## config.mk

```make
export PLATFORM = sky130hd
export DESIGN_NAME = spsb_device_flat
export DESIGN_NICKNAME = d
export VERILOG_FILES = /design/src/verilog/spsb_pkg.sv /design/src/verilog/spsb_link_if.sv /design/src/verilog/spsb_sync.sv /design/src/verilog/spsb_device.sv /design/src/flat_wrapper.sv
export SDC_FILE = /design/constraint.sdc
export NUM_CORES = 1
export LEC_CHECK = 0
export ABC_CLOCK_PERIOD_IN_PS = 5400
export BUFFER_PORTS_ARGS = -buffer_cell sky130_fd_sc_hd__buf_2
export CAP_MARGIN = 30
export CORE_ASPECT_RATIO = 1.2
export CORE_MARGIN = 3
export CORE_UTILIZATION = 60
export CTS_BUF_LIST = sky130_fd_sc_hd__clkbuf_4
export CTS_CLUSTER_SIZE = 8
export DETAILED_ROUTE_END_ITERATION = 12
export GPL_ROUTABILITY_DRIVEN = 0
export PLACE_DENSITY = 0.87
export SYNTH_ARGS = -nofsm -noshare
export SYNTH_HDL_FRONTEND = slang
export SYNTH_SLANG_ARGS = --single-unit
```

## constraint.sdc

```tcl
create_clock -name clk -period 5.4 [get_ports clk]
set_input_delay 0.81 -clock clk [delete_from_list [all_inputs] [get_ports clk]]
set_output_delay 0.81 -clock clk [all_outputs]
set_load 0.02 [all_outputs]
```

## src/verilog/spsb_pkg.sv

```systemverilog
/*
 * shared constants and types of the serial byte port: frame layout, setup codes,
 * status byte fields, controller register map, link timing and state encodings.
 * assumes a 100 MHz system clock on both ends.
 */
package spsb_pkg;

    // ==========================================================================
    // frame layout, counted in serial clock rising edges from the start bit
    // ==========================================================================
    localparam int unsigned BYTE_W        = 8;
    localparam int unsigned FRAME_CYCLES  = 13;
    localparam logic [3:0]  BIT_START     = 4'h0;
    localparam logic [3:0]  BIT_DIR       = 4'h1;
    localparam logic [3:0]  BIT_ADDR      = 4'h2;
    localparam logic [3:0]  BIT_FIRST_DAT = 4'h3;
    localparam logic [3:0]  BIT_LAST_DAT  = 4'hA;
    localparam logic [3:0]  BIT_STATUS    = 4'hB;
    localparam logic [3:0]  BIT_LAST      = 4'hC;

    // ==========================================================================
    // setup codes {direction, target address}
    // ==========================================================================
    localparam logic [1:0] OP_DATA_READ   = 2'h2;
    localparam logic [1:0] OP_STATUS_READ = 2'h3;
    localparam logic [1:0] OP_DATA_WRITE  = 2'h0;
    localparam logic [1:0] OP_UNDEFINED   = 2'h1;

    // status byte fields; other bits read zero
    localparam int unsigned STAT_RX_FULL    = 0;
    localparam int unsigned STAT_TX_EMPTY   = 1;
    localparam int unsigned STAT_RX_IRQ_EN  = 4;
    localparam int unsigned STAT_TX_IRQ_EN  = 5;

    // status bit values
    localparam logic STATUS_OK    = 1'b0;
    localparam logic STATUS_STALE = 1'b1;

    // ==========================================================================
    // controller registers, byte addresses of 32-bit words
    // ==========================================================================
    localparam int unsigned REG_ADDR_W = 4;
    localparam logic [3:0]  REG_CTRL   = 4'h0;
    localparam logic [3:0]  REG_TXDATA = 4'h4;
    localparam logic [3:0]  REG_RXDATA = 4'h8;
    localparam logic [3:0]  REG_STATUS = 4'hC;
    localparam int unsigned CTRL_GO    = 2;
    localparam int unsigned CTRL_ABORT = 3;
    localparam int unsigned ST_BUSY    = 0;
    localparam int unsigned ST_DONE    = 1;
    localparam int unsigned ST_LASTBIT = 2;
    localparam int unsigned ST_RETRY   = 3;
    localparam logic [31:0] WORD_ZERO  = 32'h0000_0000;

    // ==========================================================================
    // timing
    // ==========================================================================
    localparam int unsigned CLK_PERIOD_NS      = 10;
    localparam int unsigned SCLK_MIN_PERIOD_NS = 83;
    localparam int unsigned SCLK_HALF_CYCLES   =
        (SCLK_MIN_PERIOD_NS + 2 * CLK_PERIOD_NS - 1) / (2 * CLK_PERIOD_NS);

    // ==========================================================================
    // state encodings
    // ==========================================================================
    typedef enum logic [4:0] {
        DS_IDLE   = 5'h01,
        DS_SETUP  = 5'h02,
        DS_SHIFT  = 5'h04,
        DS_STATUS = 5'h08,
        DS_TAIL   = 5'h10
    } spsb_dev_state_t;

    typedef enum logic [2:0] {
        HS_IDLE = 3'h1,
        HS_RUN  = 3'h2,
        HS_GAP  = 3'h4
    } spsb_host_state_t;

endpackage : spsb_pkg

```

## src/verilog/spsb_link_if.sv

```systemverilog
/*
 * four-wire link between the serial master and the byte port.
 * assumes the bench joins both modports; no wire here is two-way.
 */
interface spsb_link_if;
    logic sclk;
    logic cs;
    logic sdi;
    logic sdo;

    modport dev (input sclk, input cs, input sdi, output sdo);
    modport host (output sclk, output cs, output sdi, input sdo);
endinterface : spsb_link_if

```

## src/verilog/spsb_sync.sv

```systemverilog
/*
 * two flip-flop synchroniser for a group of level signals.
 * assumes the inputs are asynchronous to clk and each bit may be taken alone.
 */
module spsb_sync #(
    parameter int unsigned WIDTH = 1
) (
    input  wire logic             clk,
    input  wire logic             resetn,
    input  wire logic [WIDTH-1:0] din,
    output logic      [WIDTH-1:0] dout
);

    logic [WIDTH-1:0] stage1;

    always_ff @(posedge clk) begin
        if (!resetn) begin
            stage1 <= '0;
            dout   <= '0;
        end else begin
            stage1 <= din;
            dout   <= stage1;
        end
    end

endmodule : spsb_sync

```

## src/verilog/spsb_device.sv

```systemverilog
/*
 * slave end of the serial byte port: decodes 13-edge frames, serves data reads
 * from the transmit buffer, data writes into the receive buffer, and status reads.
 * assumes the buffers sit on clk; the link pins are asynchronous and pass a
 * synchroniser, so the serial clock must stay well below a quarter of clk.
 */
// What this block does
// - slave only; master clocks, at most 12MHz
// - one byte per fixed 13-edge frame
// - master sends direction then address bit
// - 10 read, 11 status, 00 write, 01 unused
// - data bits travel most significant first
// - device drives status bit after each byte
// - all pins act on serial clock rise
// - chip select high, held through whole frame
// - data frames need select low one cycle
// - start on input and select high idle
// - frame ends after 13; next needs start
// - read shifts buffer byte out, then status
// - read status 0 pops, 1 means stale
// - master repeats stale reads until fresh
// - status valid until edge after last bit
// - write: status driven on next edge
// - write status 0 accepted, 1 rejected full
// - master resends rejected byte until accepted
// - master polls transmit buffer before commands; host sends commands without polling
// - status byte: full, empty, two enables
// - trailing bit after status byte is zero
// - status read valid only in its frame
module spsb_device (
    spsb_link_if.dev                        link,
    input  wire logic                       clk,
    input  wire logic                       resetn,
    input  wire logic [spsb_pkg::BYTE_W-1:0] txData,
    input  wire logic                       txValid,
    output logic                            txPop,
    output logic      [spsb_pkg::BYTE_W-1:0] rxData,
    output logic                            rxPush,
    input  wire logic                       rxFullFlag,
    input  wire logic                       rxFullIrqEnable,
    input  wire logic                       txEmptyIrqEnable,
    output logic      [3:0]                 frameEdge,
    output logic                            frameActive
);
    import spsb_pkg::*;

    // ==========================================================================
    // pin sampling
    // ==========================================================================
    logic [2:0]            pinSync;
    logic                  sclkS;
    logic                  csS;
    logic                  sdiS;
    logic                  sclkPrev;
    logic                  sclkRise;
    spsb_dev_state_t       state;
    logic [3:0]            bitCnt;
    logic                  dirBit;
    logic [1:0]            opCode;
    logic [BYTE_W-1:0]     shiftReg;
    logic                  freshByte;
    logic                  sdoReg;
    logic                  txEmptyFlag;
    logic [BYTE_W-1:0]     statusByte;
    logic                  lastDataRise;
    logic [BYTE_W-1:0]     writeByte;

    spsb_sync #(
        .WIDTH (3)
    ) uPinSync (
        .clk    (clk),
        .resetn (resetn),
        .din    ({link.sclk, link.cs, link.sdi}),
        .dout   (pinSync)
    );

    assign sclkS = pinSync[2];
    assign csS   = pinSync[1];
    assign sdiS  = pinSync[0];

    always_ff @(posedge clk) begin
        if (!resetn) begin
            sclkPrev <= 1'b0;
        end else begin
            sclkPrev <= sclkS;
        end
    end

    // pins are acted on only at the rising serial clock edge
    assign sclkRise = sclkS & ~sclkPrev;

    // ==========================================================================
    // status byte
    // ==========================================================================
    assign txEmptyFlag = ~txValid;

    always_comb begin
        statusByte                 = '0;
        statusByte[STAT_RX_FULL]   = rxFullFlag;
        statusByte[STAT_TX_EMPTY]  = txEmptyFlag;
        statusByte[STAT_RX_IRQ_EN] = rxFullIrqEnable;
        statusByte[STAT_TX_IRQ_EN] = txEmptyIrqEnable;
    end

    assign lastDataRise = sclkRise && csS && (state == DS_SHIFT) && (bitCnt == BIT_LAST_DAT);
    assign writeByte    = {shiftReg[BYTE_W-2:0], sdiS};

    // ==========================================================================
    // frame sequencer
    // ==========================================================================
    always_ff @(posedge clk) begin
        if (!resetn) begin
            state  <= DS_IDLE;
            bitCnt <= BIT_START;
        end else if (sclkRise) begin
            if ((state != DS_IDLE) && !csS) begin
                // select dropped mid-frame: give up the frame
                state  <= DS_IDLE;
                bitCnt <= BIT_START;
            end else begin
                case (state)
                    DS_IDLE: begin
                        if (csS && sdiS) begin
                            state  <= DS_SETUP;
                            bitCnt <= BIT_DIR;
                        end
                    end
                    DS_SETUP: begin
                        bitCnt <= 4'(bitCnt + 4'h1);
                        if (bitCnt == BIT_ADDR) begin
                            state <= DS_SHIFT;
                        end
                    end
                    DS_SHIFT: begin
                        bitCnt <= 4'(bitCnt + 4'h1);
                        if (bitCnt == BIT_LAST_DAT) begin
                            state <= DS_STATUS;
                        end
                    end
                    DS_STATUS: begin
                        bitCnt <= BIT_LAST;
                        state  <= DS_TAIL;
                    end
                    DS_TAIL: begin
                        // thirteenth edge; a new start is needed after it
                        state  <= DS_IDLE;
                        bitCnt <= BIT_START;
                    end
                    default: begin
                        state  <= DS_IDLE;
                        bitCnt <= BIT_START;
                    end
                endcase
            end
        end
    end

    // ==========================================================================
    // shifter and serial output
    // ==========================================================================
    always_ff @(posedge clk) begin
        if (!resetn) begin
            dirBit    <= 1'b0;
            opCode    <= OP_DATA_WRITE;
            shiftReg  <= '0;
            freshByte <= 1'b0;
            sdoReg    <= 1'b0;
        end else if (sclkRise) begin
            if ((state != DS_IDLE) && !csS) begin
                sdoReg <= 1'b0;
            end else if ((state == DS_SETUP) && (bitCnt == BIT_DIR)) begin
                dirBit <= sdiS;
            end else if ((state == DS_SETUP) && (bitCnt == BIT_ADDR)) begin
                opCode <= {dirBit, sdiS};
                if ({dirBit, sdiS} == OP_DATA_READ) begin
                    shiftReg  <= txData;
                    freshByte <= txValid;
                    sdoReg    <= txData[BYTE_W-1];
                end else if ({dirBit, sdiS} == OP_STATUS_READ) begin
                    shiftReg  <= statusByte;
                    freshByte <= 1'b0;
                    sdoReg    <= statusByte[BYTE_W-1];
                end else begin
                    shiftReg  <= '0;
                    freshByte <= 1'b0;
                    sdoReg    <= 1'b0;
                end
            end else if (state == DS_SHIFT) begin
                if (bitCnt == BIT_LAST_DAT) begin
                    if (opCode == OP_DATA_READ) begin
                        sdoReg <= freshByte ? STATUS_OK : STATUS_STALE;
                    end else if (opCode == OP_DATA_WRITE) begin
                        sdoReg <= rxFullFlag ? STATUS_STALE : STATUS_OK;
                    end else begin
                        sdoReg <= STATUS_OK;
                    end
                end else if (opCode == OP_DATA_WRITE) begin
                    shiftReg <= writeByte;
                end else if (opCode[1]) begin
                    shiftReg <= {shiftReg[BYTE_W-2:0], 1'b0};
                    sdoReg   <= shiftReg[BYTE_W-2];
                end
            end else begin
                // status bit holds only until the edge after the last data bit
                sdoReg <= 1'b0;
            end
        end
    end

    assign link.sdo = sdoReg;

    // ==========================================================================
    // buffer handshakes
    // ==========================================================================
    always_ff @(posedge clk) begin
        if (!resetn) begin
            txPop  <= 1'b0;
            rxPush <= 1'b0;
            rxData <= '0;
        end else begin
            txPop  <= lastDataRise && (opCode == OP_DATA_READ) && freshByte;
            rxPush <= lastDataRise && (opCode == OP_DATA_WRITE) && !rxFullFlag;
            if (lastDataRise && (opCode == OP_DATA_WRITE) && !rxFullFlag) begin
                rxData <= writeByte;
            end
        end
    end

    // ==========================================================================
    // frame observation
    // ==========================================================================
    always_ff @(posedge clk) begin
        if (!resetn) begin
            frameEdge   <= BIT_START;
            frameActive <= 1'b0;
        end else begin
            frameEdge   <= bitCnt;
            frameActive <= (state != DS_IDLE);
        end
    end

endmodule : spsb_device

```

## src/flat_wrapper.sv

```systemverilog
// flat-port wrapper written by rule: the top's interface ports become plain ports
module spsb_device_flat import spsb_pkg::*;
  (clk, resetn, txData, txValid, txPop, rxData, rxPush, rxFullFlag, rxFullIrqEnable, txEmptyIrqEnable, frameEdge, frameActive, link_sclk, link_cs, link_sdi, link_sdo);
  spsb_link_if link_i ();
  input  wire logic clk;
  input  wire logic resetn;
  input  wire logic [spsb_pkg::BYTE_W-1:0] txData;
  input  wire logic txValid;
  output logic txPop;
  output logic      [spsb_pkg::BYTE_W-1:0] rxData;
  output logic rxPush;
  input  wire logic rxFullFlag;
  input  wire logic rxFullIrqEnable;
  input  wire logic txEmptyIrqEnable;
  output logic      [3:0] frameEdge;
  output logic frameActive;
  input wire logic [$bits(link_i.sclk)-1:0] link_sclk;
  input wire logic [$bits(link_i.cs)-1:0] link_cs;
  input wire logic [$bits(link_i.sdi)-1:0] link_sdi;
  output wire logic [$bits(link_i.sdo)-1:0] link_sdo;
  assign link_i.sclk = link_sclk;
  assign link_i.cs = link_cs;
  assign link_i.sdi = link_sdi;
  assign link_sdo = link_i.sdo;
  spsb_device u_core (.link(link_i), .clk(clk), .resetn(resetn), .txData(txData), .txValid(txValid), .txPop(txPop), .rxData(rxData), .rxPush(rxPush), .rxFullFlag(rxFullFlag), .rxFullIrqEnable(rxFullIrqEnable), .txEmptyIrqEnable(txEmptyIrqEnable), .frameEdge(frameEdge), .frameActive(frameActive));
endmodule
```

# After elaboration in Yosys (flattened, before gate mapping)
# Index checks and enable logic that the tools add are counted.
word_totals:
  ff_bits: 43
  input_bits: 17
  out_inout_bits: 16
  elab_cells: 90
classes:
  n_addsub: 1
  n_eq_ne: 18
  mux: 28
  bitwise: 5
  reduce_logical: 23
op_table:
  columns: ["operator", "count"]
  rows:
  - ["$mux 7", 6]
  - ["$mux 5", 4]
  - ["$pmux 5 s4", 1]
  - ["$mux 1", 13]
  - ["$pmux 4 s3", 1]
  - ["$reduce_and 4->1", 3]
  - ["$logic_and 1x1->1", 11]
  - ["$ne 5x1->1 const B", 2]
  - ["$ne 3x1->1 const B", 3]
  - ["$mux 4", 2]
  - ["$eq 2x2->1 const B", 3]
  - ["$mux 6", 1]
  - ["$reduce_and 6->1", 1]
  - ["$eq 5x1->1 const B", 1]
  - ["$eq 5x2->1 const B", 1]
  - ["$eq 5x3->1 const B", 1]
  - ["$eq 5x4->1 const B", 1]
  - ["$ne 5x2->1 const B", 1]
  - ["$add 4x1->4 const B", 1]
  - ["$eq 4x1->1 const B", 1]
  - ["$eq 4x2->1 const B", 1]
  - ["$eq 4x4->1 const B", 1]
  - ["$not 1->1", 4]
  - ["$reduce_and 3->1", 1]
  - ["9 further kinds", 10]

# Longest topological paths before layout
depth:
  word_depth: 8
  mapped_depth: 8
  mapped_depth_nobuf: 7

# Hierarchy
# From an unflattened synthesis, not the netlist that was laid out.
hier_totals:
  cells_unflattened: 224
  hier_area_um2: 1979.4
modules_own_cells:
  columns: ["mod", "instances", "cells_each", "area_each_um2", "seq_area_each_um2"]
  rows:
  - ["spsb_device", 1, 212, 1821.7, 740.7]
  - ["spsb_sync", 1, 12, 157.7, 120.1]

# Least setup slack after synthesis
# OpenSTA, ideal clock, no wires.
synth_path:
  kind: "input-to-reg"
  start: "input rxFullFlag"
  end: "register u_core.rxData[2] (netlist name)"
  setup_ns: 0.129
  t_arrival_ns: 1.880
  required_time_ns: 5.271
  slack_ns: 3.391
  stages: 4
  path_buffers: 0
  path_cell_list: "or3_1 nor4_4 mux2i_1 nor2_1"
synth_between:
  elab_chain_len: 2
synth_rtl:
  columns: ["element", "line_no", "text"]
  rows:
  - ["from (decl)", "flat_wrapper.sv:12", "input wire logic rxFullFlag;"]
  - ["$logic_not 1->1", "spsb_device.sv:223", "if (lastDataRise && (opCode == OP_DATA_WRITE) && !rxFullFlag) begin"]
  - ["$logic_and 1x1->1", "spsb_device.sv:223", null]
  - ["to (signal assigned)", "spsb_device.sv:224", "rxData <= writeByte;"]
  - ["to (decl)", "spsb_device.sv:37", "output logic [spsb_pkg::BYTE_W-1:0] rxData,"]
# No other way between the ends.
# A chain may end at the register's enable or synchronous reset.

# Worst setup path after layout
layout_path:
  start: "register u_core.bitCnt[0]"
  end: "register u_core.shiftReg[4]"
layout_between:
  elab_chain_len: 4
  elab_cells_between_ends: 11
  cone_classes: "4 x eq/ne; 1 x mux; 1 x bitwise; 5 x reduce/logical"
layout_rtl:
  columns: ["element", "line_no", "text"]
  rows:
  - ["from (decl)", "spsb_device.sv:57", "logic [3:0] bitCnt;"]
  - ["from (signal assigned)", "spsb_device.sv:129", "bitCnt <= 4'(bitCnt + 4'h1);"]
  - ["from (signal assigned)", "spsb_device.sv:135", "bitCnt <= 4'(bitCnt + 4'h1);"]
  - ["$eq 4x2->1 / $eq 4x1->1 (equally long branches)", "spsb_device.sv:173, spsb_device.sv:171", null]
  - ["$logic_and 1x1->1 (on tied branches)", "spsb_device.sv:173, spsb_device.sv:171", null]
  - ["$ne 2x2->1 (no source line), or another cell as far along", null, null]
  - ["$reduce_and 6->1 (no source line)", null, null]
  - ["to (signal assigned)", "spsb_device.sv:176", "shiftReg <= txData;"]
  - ["to (signal assigned)", "spsb_device.sv:180", "shiftReg <= statusByte;"]
  - ["to (signal assigned)", "spsb_device.sv:198", "shiftReg <= writeByte;"]
  - ["to (decl)", "spsb_device.sv:60", "logic [BYTE_W-1:0] shiftReg;"]
# Several ways; a longest one is shown, not always the timed one.

==> flow_metrics.tcl <==
set metrics [dict create \
    outcome "completed" \
    clock_latency_ns 0.35 \
    finalCritPeriodShare_pct 50.1 \
    synth_ff_type "dfxtp_1" \
    crit_chain "inv_1, ha_1, nor3b_2, nand3_1, a221oi_4, o311a_1, nor3_1" \
    relSlewSlack_pct 32.1 \
    syn_area_per_cell_um2 8.91 \
    wl_per_cell_um 14.6 \
    yosysMostFrequentCell "dfxtp_1" \
    grt_overflow_total 0 \
    path_class "reg -> reg" \
    drt_pass1_iterations 4 \
    viasPerCell 5.95 \
    cts_setup_buffers 0 \
    synthArstFlopShare_pct 0 \
    cts_tree "built" \
    htreeDepth 2 \
    num_vias 1732 \
    die_h_um 69.2 \
    wl_mm 4.25 \
    diodes 0 \
    first_iter_violations 79 \
    drv_slew 0 \
    cpMaxStageDelayCell "a221oi_4" \
    power_density_nw_per_um2 222 \
    fin_skew_ns 0.0111 \
    clk_pin_slew_worst_paths_ns 0.12 \
    whs_ns 0.449 \
    ioPinCount 33 \
    rsz0062_at_grt "no" \
    synthToLayoutAreaGrowth_pct 10.8 \
    synth_edf_count 0 \
    synthCells 224 \
    grt_use_total_pct 21.8 \
    max_stage_delay_ns 0.72 \
    cts.sinks 43 \
    endpoint_kind "flop" \
    max_freq_mhz 369 \
    grt_pass1_wl_mm 6.87 \
    arrival_ns 2.92 \
    drc 0 \
    cp.required_ns 5.61 \
    start_kind "flop" \
    dpl_cell_area_um2 2160 \
    finish.utilization_pct 70.5 \
    rows 22 \
    yosys_warnings 0 \
    grt_pass1_vias 1560 \
    hpwl_mm 3.11 \
    hold_path.class "reg -> reg" \
    ant_nets 0 \
    synth_nets 244 \
    ys_top_cells_by_count "dfxtp_1, nor2_1, nand2_1, mux2i_1, a21oi_1" \
    layout.nets 274 \
    antenna_found_initial 0 \
    yosys-top-cells-area "dfxtp_1, mux2i_1, nor2_1" \
    die_width_um 58.7 \
    synth-seq-cells 43 \
    p_leak_nw 0.847 \
    cts_resized 0 \
    layout_min_cycle_time_ns 2.71 \
    final.setup.tns_ns 0 \
    worstMarginPinSlew_ns 1.02 \
    start_util_pct 63.6 \
    die-area_um2 4060 \
    grt_max_degree 31 \
    setup_viol 0 \
    stdcell_area_um2 2210 \
    cts_buffers 5 \
    cap_viol_max_count 0 \
    hold_violations 0 \
    yosysTopAreaCell "dfxtp_1" \
    port_buffers 32 \
    ir_drop_mv 0.256 \
    clock-root-buffer "clkbuf_4" \
    synth_cell_types 44 \
    netlist.area_leader.share_pct 43.1 \
    cp_max_fo 15 \
    clock_path_buffers 2 \
    synth_area_um2 2000 \
    hold_buffers 0 \
    core_um2 3140 \
    drive_gt1_share_pct 18.0 \
    seq_area_frac_synth_pct 43.1 \
]
[path summary, 6_finish.rpt]
path	slack, ns	start	endpoint	depth (start not counted)
hold reg to reg	0.45	u_core.uPinSync.stage1[0]	u_core.uPinSync.dout[0]	1
hold / removal	0.45	u_core.uPinSync.stage1[0]	u_core.uPinSync.dout[0]	1
setup / recovery	2.69	u_core.bitCnt[0]	u_core.shiftReg[4]	7
setup reg to reg	2.69	u_core.bitCnt[0]	u_core.shiftReg[4]	7
[power by group]
| part | leakage (nW) | internal [mW] | total, mW | switching, mW |
|---|---|---|---|---|
| clock | 0.0307 | 0.0533 | 0.148 | 0.0946 |
| sequential | 0.348 | 0.320 | 0.323 | 0.00312 |
| combinational | 0.469 | 0.00884 | 0.0208 | 0.0119 |
| total | 0.847 | 0.382 | 0.492 | 0.110 |
[layout make-up]
cell class	instances	area, µm²
clock inverters	2	7.51
well taps	36	45.0
repair buffers	32	160
multi-input cells	165	1070
inverters	7	26.3
fillers	270	926
flip-flops and latches	43	861
clock buffers	6	45.0
[layout by cell type, fill, tap and decap left out, drive strengths merged, types with 3 or more instances in the layout]
cell type and n:
clkbuf 6, a31oi 4, nor2b 6, nor3b 4, mux2i 16, nor3 6, inv 7, or3 3
nand2b 3, buf 32, o21ai 10, ha 3, nor2 31, and2 9, a21oi 12, nand3 10
dfxtp 43, nand2 18, a211oi 6
[flip-flops by register name (all words and copies together), names as in the netlist]
signal	cells
u_core.bitCnt	4
u_core.dirBit	1
u_core.frameActive	1
u_core.frameEdge	4
u_core.freshByte	1
u_core.link.sdo	1
u_core.opCode	2
u_core.rxData	8
u_core.rxPush	1
u_core.sclkPrev	1
u_core.shiftReg	7
u_core.state	5
u_core.txPop	1
u_core.uPinSync.dout	3
u_core.uPinSync.stage1	3
[critical path: cells and delay by family (launching register included)]
kind                     cells  cell delay [ns]
AO/OA/AOI/OAI                2             1.02
adder cells (fa/ha/maj)      1             0.18
buffers and inverters        1             0.10
flip-flops                   1             0.36
AND/OR/NAND/NOR              3             0.91
[logic make-up after synthesis]
family / synth area share, %
buf+inv: 3.45
fa+ha+maj: 1.88
compound gates: 15.9
simple gates: 27.7
flops: 43.1
mux: 8.02
[stage by stage]
stage	total power, mW	cells	setup slack (ns)
CTS	0.495	291	2.71
global placement	0.350	283	2.85
floorplan	0.341	224	3.39
global route	0.513	291	2.45
detailed placement	0.351	283	2.73
finish	0.492	291	2.69
[layer usage]
layer  share of wire [%]  vias up  GRT usage (%)  routed length [µm]
met3                 5.9       13           5.40                 252
met4                 2.5        0           11.1                 106
met2                  47       64           32.9                2010
met1                  44      796           28.6                1880
met5                   0        -              0                   0
li1                    -      859              -                   -
Power figures use the tool's default switching activity.
